## src/logic/jlocfg_map.svh

```systemverilog
// Purpose: Offsets, field positions, reset values and counts for the
//          lane, sync-header and over-range configuration block.
// Assumes: 12-bit register addresses, 8-bit register data.
// Notes:   Definitions only; included by bare name.
`ifndef JLOCFG_MAP_SVH
`define JLOCFG_MAP_SVH

// ----------------------------------------------------------------
// Register offsets
// ----------------------------------------------------------------
`define JLOCFG_ADDR_LANE_EXTRA_B   12'h20B
`define JLOCFG_ADDR_SYNC_HDR       12'h20F
`define JLOCFG_ADDR_OVR_LEVEL0     12'h211
`define JLOCFG_ADDR_OVR_LEVEL1     12'h212
`define JLOCFG_ADDR_OVERRANGE_CONFIG        12'h213

// ----------------------------------------------------------------
// Reset values
// ----------------------------------------------------------------
`define JLOCFG_RST_LANE_EXTRA_B    8'h00
`define JLOCFG_RST_SYNC_HDR        2'h0
`define JLOCFG_RST_OVR_LEVEL0      8'hF2
`define JLOCFG_RST_OVR_LEVEL1      8'hAB
`define JLOCFG_RST_OVR_PIN_EN      1'h0
`define JLOCFG_RST_OVR_HOLD        3'h7

// ----------------------------------------------------------------
// Field positions
// ----------------------------------------------------------------
`define JLOCFG_SPARE_SER_BIT       0
`define JLOCFG_EXTRA_LANE_MSB      7
`define JLOCFG_EXTRA_LANE_LSB      1
`define JLOCFG_SYNC_HDR_MSB        1
`define JLOCFG_OVR_PIN_EN_BIT      3
`define JLOCFG_OVR_HOLD_MSB        2

// ----------------------------------------------------------------
// Encodings and counts
// ----------------------------------------------------------------
`define JLOCFG_TEST_NONE           4'h0
`define JLOCFG_TEST_RAMP_ALT       4'h5
`define JLOCFG_TEST_OCTET_RAMP     4'h4
`define JLOCFG_HOLD_BASE_CYCLES    11'h008
`define JLOCFG_SYNC_WORD_BITS      32
`define JLOCFG_LEVEL_FULL_SCALE    256

`endif

```

## src/logic/jlocfg_pkg.sv

```systemverilog
// Purpose: Types shared by the lane and over-range configuration block.
// Assumes: Constants live in jlocfg_map.svh.
// Notes:   Nothing here is imported; users write jlocfg_pkg::name.
package jlocfg_pkg;

	// ----------------------------------------------------------------
	// Types
	// ----------------------------------------------------------------
	typedef logic [7:0] jlocfg_byte_t;

	// Sync word content selection; 1 and 3 are reserved codes
	typedef enum logic [1:0] {
		JLOCFG_SH_CRC12 = 2'h0,
		JLOCFG_SH_RSVD1 = 2'h1,
		JLOCFG_SH_FEC   = 2'h2,
		JLOCFG_SH_RSVD3 = 2'h3
	} jlocfg_sync_hdr_t;

endpackage

```

## src/logic/jlocfg_top.sv

```systemverilog
// Purpose: Link B extra-lane enables, 64b/66b sync-header selection and
//          over-range detection with pin pulse stretching.
// Assumes: Register port driven by the control-port decoder on CLK;
//          sample magnitudes and link status come from logic on CLK.
// Notes:   All outputs registered; register reads answer one cycle late.
//
// How it works
// - Extra-lane bits 7..1 enable link-layer clock of lane Bn.
// - Extra-lane enables apply even when the link format skips that lane.
// - Spare serializer bit low: clocks only; high: serializers powered too.
// - Extra lanes follow format rate and test selection, ramp excepted.
// - Extra-only lane sends octet ramp when test select is 0 or 5.
// - Channel power-down wins over extra-lane enables.
// - Serializer n clocked only if lanes 0..n-1 are all enabled.
// - Sync-header field: 0 CRC-12, 2 FEC, 1 and 3 reserved, reset 0.
// - Sync word is 32 bits; selection only matters in 64b/66b formats.
// - No command channel; command fields always sent as zero.
// - Level zero register, reset F2, sets over flag zero threshold.
// - Level one register, reset AB, sets over flag one threshold.
// - Threshold scale: 256 is full-scale peak magnitude.
// - Config bit 3 enables the four over pins; low drives them low.
// - Pin enable leaves the over bits carried in link data alone.
// - Hold exponent, reset 7, stretches pin pulses to 8*2^n cycles.
`timescale 1ns/100ps
`include "jlocfg_map.svh"

module jlocfg_top #(
	parameter int NUM_LANES = 8,
	parameter int HOLD_W    = 11
) (
	input  wire logic        CLK,
	input  wire logic        RST_N,
	input  wire logic        REG_WE,
	input  wire logic        REG_RE,
	input  wire logic [11:0] REG_ADDR,
	input  wire logic [7:0]  REG_WDATA,
	output logic      [7:0]  REG_RDATA,
	input  wire logic        LINK_GLOBAL_ENABLE,
	input  wire logic        CHANNEL_POWERDOWN_B,
	input  wire logic [7:0]  LINK_FORMAT_LANES_B,
	input  wire logic        LINK_FORMAT_IS_64B66B,
	input  wire logic [3:0]  LINK_TEST_PATTERN_SELECT,
	input  wire logic [7:0]  SAMPLE_MAG_A,
	input  wire logic [7:0]  SAMPLE_MAG_B,
	output logic      [7:0]  LANE_CLK_EN_B,
	output logic      [7:0]  SER_CLK_EN_B,
	output logic      [7:0]  LANE_RAMP_B,
	output logic      [3:0]  LANE_TEST_SEL_B,
	output logic             SYNC_CRC12_EN,
	output logic             SYNC_FEC_EN,
	output logic      [7:0]  SYNC_CMD_BITS,
	output logic      [1:0]  LINK_OVER_BITS_A,
	output logic      [1:0]  LINK_OVER_BITS_B,
	output logic             CHAN_A_OVER_FLAG_ZERO,
	output logic             CHAN_A_OVER_FLAG_ONE,
	output logic             CHAN_B_OVER_FLAG_ZERO,
	output logic             CHAN_B_OVER_FLAG_ONE
);

	// ----------------------------------------------------------------
	// Elaboration checks
	// ----------------------------------------------------------------
	// Lane register is one byte and the longest hold is 1024 cycles
	if (NUM_LANES != 8) begin : g_bad_lanes
		$error("jlocfg_top: NUM_LANES must be 8");
	end
	if (HOLD_W < 11) begin : g_bad_hold
		$error("jlocfg_top: HOLD_W must be at least 11");
	end

	// ----------------------------------------------------------------
	// Functions
	// ----------------------------------------------------------------
	// Magnitude at or above the level counts as over-range; the level
	// scale puts full-scale peak at 256, so 8'hFF is just below it
	function automatic logic over_hit(input logic [7:0] mag,
					  input logic [7:0] level);
		over_hit = (mag >= level);
	endfunction

	// Minimum pin pulse length in cycles, less one, for exponent n
	function automatic logic [HOLD_W-1:0] hold_len_m1(input logic [2:0] n);
		logic [HOLD_W-1:0] len;
		len = HOLD_W'(`JLOCFG_HOLD_BASE_CYCLES) << n;
		hold_len_m1 = len - HOLD_W'(1);
	endfunction

	// Counter step shared by the four hold counters
	function automatic logic [HOLD_W-1:0] hold_next(input logic hit,
				input logic [HOLD_W-1:0] cnt, input logic [2:0] n);
		if (hit) begin
			hold_next = hold_len_m1(n);
		end else if (cnt != '0) begin
			hold_next = cnt - HOLD_W'(1);
		end else begin
			hold_next = '0;
		end
	endfunction

	// ----------------------------------------------------------------
	// Register file
	// ----------------------------------------------------------------
	logic [7:1]                    extra_lane_q, extra_lane_d;
	logic                          spare_ser_q, spare_ser_d;
	jlocfg_pkg::jlocfg_sync_hdr_t  sync_hdr_q, sync_hdr_d;
	jlocfg_pkg::jlocfg_byte_t      level0_q, level0_d;
	jlocfg_pkg::jlocfg_byte_t      level1_q, level1_d;
	logic                          pin_en_q, pin_en_d;
	logic [2:0]                    hold_exp_q, hold_exp_d;
	jlocfg_pkg::jlocfg_byte_t      rdata_q, rdata_d;

	// Writes store only defined fields, so reserved bits stay zero.
	// Writes are not blocked while the link runs: keeping the link
	// disabled during lane or sync-header changes is the host's job
	always_comb begin
		extra_lane_d = extra_lane_q;
		spare_ser_d  = spare_ser_q;
		sync_hdr_d   = sync_hdr_q;
		level0_d     = level0_q;
		level1_d     = level1_q;
		pin_en_d     = pin_en_q;
		hold_exp_d   = hold_exp_q;
		if (REG_WE) begin
			unique case (REG_ADDR)
			`JLOCFG_ADDR_LANE_EXTRA_B: begin
				extra_lane_d = REG_WDATA[`JLOCFG_EXTRA_LANE_MSB:
					`JLOCFG_EXTRA_LANE_LSB];
				spare_ser_d  = REG_WDATA[`JLOCFG_SPARE_SER_BIT];
			end
			`JLOCFG_ADDR_SYNC_HDR: begin
				sync_hdr_d = jlocfg_pkg::jlocfg_sync_hdr_t'(
					REG_WDATA[`JLOCFG_SYNC_HDR_MSB:0]);
			end
			`JLOCFG_ADDR_OVR_LEVEL0: begin
				level0_d = REG_WDATA;
			end
			`JLOCFG_ADDR_OVR_LEVEL1: begin
				level1_d = REG_WDATA;
			end
			`JLOCFG_ADDR_OVERRANGE_CONFIG: begin
				pin_en_d   = REG_WDATA[`JLOCFG_OVR_PIN_EN_BIT];
				hold_exp_d = REG_WDATA[`JLOCFG_OVR_HOLD_MSB:0];
			end
			default: begin
				// Unmapped or reserved address: no effect
			end
			endcase
		end
	end

	// Read mux; unmapped addresses and reserved bits answer zero
	always_comb begin
		rdata_d = rdata_q;
		if (REG_RE) begin
			unique case (REG_ADDR)
			`JLOCFG_ADDR_LANE_EXTRA_B: rdata_d = {extra_lane_q, spare_ser_q};
			`JLOCFG_ADDR_SYNC_HDR:     rdata_d = {6'h00, sync_hdr_q};
			`JLOCFG_ADDR_OVR_LEVEL0:   rdata_d = level0_q;
			`JLOCFG_ADDR_OVR_LEVEL1:   rdata_d = level1_q;
			`JLOCFG_ADDR_OVERRANGE_CONFIG:      rdata_d = {4'h0, pin_en_q,
							hold_exp_q};
			default:                   rdata_d = 8'h00;
			endcase
		end
	end

	// Register bank flip-flops
	always_ff @(posedge CLK or negedge RST_N) begin
		if (!RST_N) begin
			extra_lane_q <= 7'(`JLOCFG_RST_LANE_EXTRA_B >> 1);
			spare_ser_q  <= 1'(`JLOCFG_RST_LANE_EXTRA_B);
			sync_hdr_q   <= jlocfg_pkg::JLOCFG_SH_CRC12;
			level0_q     <= `JLOCFG_RST_OVR_LEVEL0;
			level1_q     <= `JLOCFG_RST_OVR_LEVEL1;
			pin_en_q     <= `JLOCFG_RST_OVR_PIN_EN;
			hold_exp_q   <= `JLOCFG_RST_OVR_HOLD;
			rdata_q      <= 8'h00;
		end else begin
			extra_lane_q <= extra_lane_d;
			spare_ser_q  <= spare_ser_d;
			sync_hdr_q   <= sync_hdr_d;
			level0_q     <= level0_d;
			level1_q     <= level1_d;
			pin_en_q     <= pin_en_d;
			hold_exp_q   <= hold_exp_d;
			rdata_q      <= rdata_d;
		end
	end

	assign REG_RDATA = rdata_q;

	// ----------------------------------------------------------------
	// Lane enables
	// ----------------------------------------------------------------
	logic [7:0] lane_clk_q, lane_clk_d;
	logic [7:0] ser_clk_q, ser_clk_d;
	logic [7:0] ramp_q, ramp_d;
	logic [3:0] test_q, test_d;
	logic [7:0] lane_on;
	logic [7:0] extra_only;
	logic       ramp_test;

	// A lane runs if the format wants it or an extra bit asks for it,
	// and never while channel B is powered down
	always_comb begin
		lane_on    = LINK_FORMAT_LANES_B | {extra_lane_q, 1'h0};
		extra_only = {extra_lane_q, 1'h0} & ~LINK_FORMAT_LANES_B;
		ramp_test  = (LINK_TEST_PATTERN_SELECT == `JLOCFG_TEST_NONE) ||
			     (LINK_TEST_PATTERN_SELECT == `JLOCFG_TEST_RAMP_ALT);
		lane_clk_d = CHANNEL_POWERDOWN_B ? 8'h00 : lane_on;
		// Format lanes get serializers whatever the spare bit; extra ones only with
		// the spare bit. A lane whose lower neighbours are not all on
		// gets no serializer clock, so gaps silence the lanes above
		ser_clk_d = 8'h00;
		for (int n = 0; n < NUM_LANES; n++) begin
			ser_clk_d[n] = !CHANNEL_POWERDOWN_B && lane_on[n] &&
				(LINK_FORMAT_LANES_B[n] || spare_ser_q) &&
				((n == 0) || (&(lane_on | ~(8'hFF >> (8 - n)))));
		end
		// Extra-only lanes send the octet ramp for selections 0 and 5
		ramp_d = (CHANNEL_POWERDOWN_B || !ramp_test) ? 8'h00 :
			 extra_only;
		// Otherwise every lane follows the shared test selection
		test_d = LINK_TEST_PATTERN_SELECT;
	end

	// Lane enable flip-flops
	always_ff @(posedge CLK or negedge RST_N) begin
		if (!RST_N) begin
			lane_clk_q <= 8'h00;
			ser_clk_q  <= 8'h00;
			ramp_q     <= 8'h00;
			test_q     <= 4'h0;
		end else begin
			lane_clk_q <= lane_clk_d;
			ser_clk_q  <= ser_clk_d;
			ramp_q     <= ramp_d;
			test_q     <= test_d;
		end
	end

	assign LANE_CLK_EN_B   = lane_clk_q;
	assign SER_CLK_EN_B    = ser_clk_q;
	assign LANE_RAMP_B     = ramp_q;
	assign LANE_TEST_SEL_B = test_q;

	// ----------------------------------------------------------------
	// Sync header selection
	// ----------------------------------------------------------------
	logic       crc_q, crc_d;
	logic       fec_q, fec_d;
	logic [7:0] cmd_q, cmd_d;

	// Only meaningful for 64b/66b formats; reserved codes send neither
	always_comb begin
		crc_d = LINK_FORMAT_IS_64B66B &&
			(sync_hdr_q == jlocfg_pkg::JLOCFG_SH_CRC12);
		fec_d = LINK_FORMAT_IS_64B66B &&
			(sync_hdr_q == jlocfg_pkg::JLOCFG_SH_FEC);
		cmd_d = 8'h00;
	end

	// Sync header flip-flops
	always_ff @(posedge CLK or negedge RST_N) begin
		if (!RST_N) begin
			crc_q <= 1'h0;
			fec_q <= 1'h0;
			cmd_q <= 8'h00;
		end else begin
			crc_q <= crc_d;
			fec_q <= fec_d;
			cmd_q <= cmd_d;
		end
	end

	assign SYNC_CRC12_EN = crc_q;
	assign SYNC_FEC_EN   = fec_q;
	assign SYNC_CMD_BITS = cmd_q;

	// ----------------------------------------------------------------
	// Over-range detection
	// ----------------------------------------------------------------
	logic [3:0]        hit;
	logic [3:0]        pin_q, pin_d;
	logic [3:0]        link_q, link_d;
	logic [HOLD_W-1:0] cnt_q [4];
	logic [HOLD_W-1:0] cnt_d [4];

	// Order: A zero, A one, B zero, B one. Link bits are raw per-cycle
	// compares; pins are stretched and gated by the pin enable
	always_comb begin
		hit[0] = over_hit(SAMPLE_MAG_A, level0_q);
		hit[1] = over_hit(SAMPLE_MAG_A, level1_q);
		hit[2] = over_hit(SAMPLE_MAG_B, level0_q);
		hit[3] = over_hit(SAMPLE_MAG_B, level1_q);
		link_d = hit;
		for (int i = 0; i < 4; i++) begin
			cnt_d[i] = hold_next(hit[i], cnt_q[i], hold_exp_q);
			pin_d[i] = pin_en_q && (hit[i] || (cnt_q[i] != '0));
		end
	end

	// Over-range flip-flops
	always_ff @(posedge CLK or negedge RST_N) begin
		if (!RST_N) begin
			pin_q  <= 4'h0;
			link_q <= 4'h0;
			for (int i = 0; i < 4; i++) begin
				cnt_q[i] <= '0;
			end
		end else begin
			pin_q  <= pin_d;
			link_q <= link_d;
			for (int i = 0; i < 4; i++) begin
				cnt_q[i] <= cnt_d[i];
			end
		end
	end

	assign CHAN_A_OVER_FLAG_ZERO = pin_q[0];
	assign CHAN_A_OVER_FLAG_ONE  = pin_q[1];
	assign CHAN_B_OVER_FLAG_ZERO = pin_q[2];
	assign CHAN_B_OVER_FLAG_ONE  = pin_q[3];
	assign LINK_OVER_BITS_A      = link_q[1:0];
	assign LINK_OVER_BITS_B      = link_q[3:2];

	// LINK_GLOBAL_ENABLE is accepted for completeness; the host keeps
	// it low while changing lane or sync settings, nothing here gates
	logic unused_en;
	assign unused_en = LINK_GLOBAL_ENABLE;

endmodule // jlocfg_top

```

## config.mk

```make
export PLATFORM = sky130hd
export DESIGN_NAME = jlocfg_top
export DESIGN_NICKNAME = d
export VERILOG_FILES = /design/src/logic/jlocfg_pkg.sv /design/src/logic/jlocfg_top.sv
export VERILOG_INCLUDE_DIRS = /design/src /design/src/logic
export SDC_FILE = /design/constraint.sdc
export NUM_CORES = 1
export LEC_CHECK = 0
export BUFFER_PORTS_ARGS = -buffer_cell sky130_fd_sc_hd__buf_2
export CORE_ASPECT_RATIO = 2
export CORE_MARGIN = 5
export CORE_UTILIZATION = 53
export CTS_CLUSTER_DIAMETER = 40
export DETAILED_ROUTE_END_ITERATION = 12
export PLACE_DENSITY = 0.76
export SYNTH_ARGS = -nofsm -noshare
export SYNTH_HDL_FRONTEND = slang
export SYNTH_SLANG_ARGS = --single-unit
```

## constraint.sdc

```tcl
create_clock -name CLK -period 2.8 [get_ports CLK]
set_clock_uncertainty 0.2 [all_clocks]
set_input_delay 0.28 -clock CLK [delete_from_list [all_inputs] [get_ports CLK]]
set_output_delay 0.28 -clock CLK [all_outputs]
set_load 0.005 [all_outputs]
```

==> results.txt <==
Sequential cell area - 2994 um^2
Die footprint - 14530 um^2
Dpl ws - 0.4433 ns
TritonCTS clock tree - built
Post-synth cell types - 50
Bufs and invs on worst path - 2
Buffers on Ports - 98
Worst hold path depth - 2
Synth top area cells - dfrtp_1 (41%), ha_1 (8.0%), mux2_2 (6.7%)
Share of Yosys cell area claimed by the top area cell type - 41.38%
Detailed placer's ending HPWL - 10.71 mm
Peak supply drop - 0.0005046 V
Vias in the first global route - 5082
Total GRT Usage - 21.09%
Max cap viols - 0
GR Overflow Total - 0
DR DRC count - 0
Multi-input combinational cell area - 3144 um^2
Startpoint types - flop
Antenna Nets Post-Route - 0
Yosys reg bits - 119
DR iter-0 viols - 211
Delay-heaviest family, CP - compound AO/OA/AOI/OAI gates
Maximum clock frequency - 428.4 MHz
Longest Clk Path Bufs - 2
Post-synth EDFFs - 0
Die W - 87.76 um
Top Layer Used - met4
GPL Wtd Cong - 0.8685
CTS root buf - clkbuf_16
Vias - 4983
Pwr Density - 525.2 nW/um^2
Run status - finished clean
Global-route wire length before repair - 24.07 mm
Placed cells - 841
Clock transition at path regs - 0.06 ns
Starting density of the core - 53.50%
Clock Latency Late Sink - 0.41 ns
Avg Cell Area, Syn - 10.68 um^2
Initial antenna violation count - 0
R2R setup slack - 0.47 ns
RSZ-0062 raised after global routing - false
Layout Nets - 830
CP max stage cell - dfstp_2
Ports - 109
Core area - 11980 um^2
Synth cell count leaders - dfrtp_1 (106), nor2_1 (51), inv_1 (42)
Fin cells - 894
Setup TNS Final - 0 ns
Final Setup Violations - 0
Util after Layout - 65.78%
# rows - 57
Critical path depth - 7
Die Y - 165.5 um
Num CTS Buffers - 17
Hold crit path type - input pin to flop
Sequential share of the synthesized area - 46.71%
Rel. slew slack - 46.74%
Drt first pass iters - 4
Worst Path Arrival - 2.47 ns
# diodes - 0
Max-slew violation count - 0
Slowest stage delay, CP - 0.54 ns
Yosys top cell by area - dfrtp_1
Mapped Area - 6410 um^2
Minimum clock period - 2.334 ns
Main flop type after synthesis - dfrtp_1
Slew at the pin closest to its max-slew limit - 0.7915 ns
Setup Buffers After CTS - 0
CP Max Fanout - 6
Final period util - 83.37%
Wire length on met1 - 6.008 mm
Wire per inst - 16.31 um
Synthesized instance count - 600
Layout cell share with drive strength beyond 1 - 28.38%
Hold buffers post-CTS - 21
CTS Sinks - 119
Total Wirelength - 14.58 mm
Crit path cell chain - inv_1, ha_1, a211oi_1, o21ai_0, a211oi_2, buf_4, mux2i_1
H-tree depth - 4
DR vias/cell - 5.574
Area Overhead vs Synth - 22.96%
Final Hold Viols - 0
Synth Warn # - 0
DR WL met3 - 760 um
Final setup margin - 0.4657 ns
Fill count - 948
Most numerous cell in the Yosys netlist - dfrtp_1
WL met2 - 7.535 mm
Setup CP Type - flop to flop
R2r worst-path depth - 7
Leak - 0.003748 uW
Post-cts sizing count - 0
CP required - 2.93 ns
Largest net degree at the start of global routing - 48
CP endpoint kind - flop
Total power draw - 4139 uW
Ys async rst share - 100.0%
-- cell usage in the layout, fill, tap and decap left out, types with 4 or more instances in the layout --
| master | synthesis | routed |
|---|---|---|
| dfrtp_1 | 106 | 106 |
| buf_2 | 7 | 97 |
| nor2_1 | 51 | 51 |
| inv_1 | 42 | 42 |
| ha_1 | 41 | 41 |
| o21ai_0 | 38 | 38 |
| mux2_2 | 38 | 38 |
| mux2i_1 | 35 | 35 |
| dlygate4sd3_1 | 0 | 21 |
| clkbuf_16 | 0 | 17 |
| buf_4 | 10 | 17 |
| nor2b_1 | 16 | 16 |
| nor3b_1 | 16 | 16 |
| nand2_1 | 15 | 15 |
| nor4_1 | 14 | 14 |
| nor3_1 | 13 | 13 |
| dfstp_2 | 13 | 13 |
| a21oi_1 | 12 | 12 |
| or3_1 | 9 | 9 |
| o22ai_1 | 9 | 9 |
| conb_1 | 1 | 9 |
| a211oi_1 | 12 | 8 |
| xnor2_1 | 8 | 8 |
| a22o_1 | 8 | 8 |
| nand4_1 | 7 | 7 |
| nand3_1 | 7 | 7 |
| o31a_1 | 7 | 7 |
| xor2_1 | 6 | 6 |
| or4_1 | 6 | 6 |
| a22oi_1 | 6 | 6 |
| clkinvlp_4 | 0 | 6 |
| a21boi_0 | 5 | 5 |
| o21a_1 | 5 | 5 |
| a211oi_2 | 0 | 4 |
-- power by group --
| group | internal, uW | total (uW) | leakage (uW) | switching (uW) |
|---|---|---|---|---|
| logic | 150 | 339 | 0.00197 | 189 |
| clock network | 1220 | 2020 | 0.000255 | 798 |
| registers | 1760 | 1780 | 0.00153 | 24.4 |
| total | 3130 | 4140 | 0.00375 | 1010 |
-- per-layer routing --
layer	track usage [%]	vias to the layer above
met5	0	-
met4	6.704	0
met3	4.568	22
met2	36.44	123
met1	25.86	2428
li1	-	2410
-- path summary, 6_finish.rpt --
path | start | end
setup / recovery | level1_q[1] | cnt_q[30]
hold / removal | REG_RE | REG_RDATA[4]
setup reg to reg | level1_q[1] | cnt_q[30]
hold reg to reg | sync_hdr_q[0] | SYNC_CRC12_EN
max in group asynchronous | RST_N | level0_q[1]
min in group asynchronous | RST_N | cnt_q[31]
-- cell families after synthesis --
kind of cell,count (synthesis),synth area share [%]
multiplexers,73,12.14
adder cells (fa/ha/maj),41,8.003
other,1,0.05850
AO/OA/AOI/OAI,106,10.56
XOR/XNOR,14,1.913
AND/OR/NAND/NOR,175,15.60
flip-flops,119,46.71
buffers and inverters,71,5.016
-- state kept, by name, indices dropped and copies added (netlist names) --
| register | count |
|---|---|
| LANE_RAMP_B | 7 |
| sync_hdr_q | 2 |
| SYNC_CRC12_EN | 1 |
| pin_q | 4 |
| pin_en_q | 1 |
| level0_q | 8 |
| spare_ser_q | 1 |
| SYNC_FEC_EN | 1 |
| SER_CLK_EN_B | 8 |
| extra_lane_q | 7 |
| level1_q | 8 |
| REG_RDATA | 8 |
| link_q | 4 |
| LANE_TEST_SEL_B | 4 |
| cnt_q | 44 |
| LANE_CLK_EN_B | 8 |
| hold_exp_q | 3 |
-- final cells by class --
cell class              count  share of cell area (%)
inverters                  42                   2.000
clock buffers              18                   5.445
flip-flops and latches    119                   37.99
repair buffers            136                   10.70
multi-input cells         418                   39.90
clock inverters            14                   1.635
well taps                 147                   2.334
-- through the flow --
step,instance area (um^2),hold WS (ns)
finish,7881,0.009748
global route,7881,0.005211
CTS,7881,0.002301
detailed placement,7113,0.1321
global placement,7113,0.1264
floorplan,6440,-0.2156
Power figures use the tool's default switching activity.
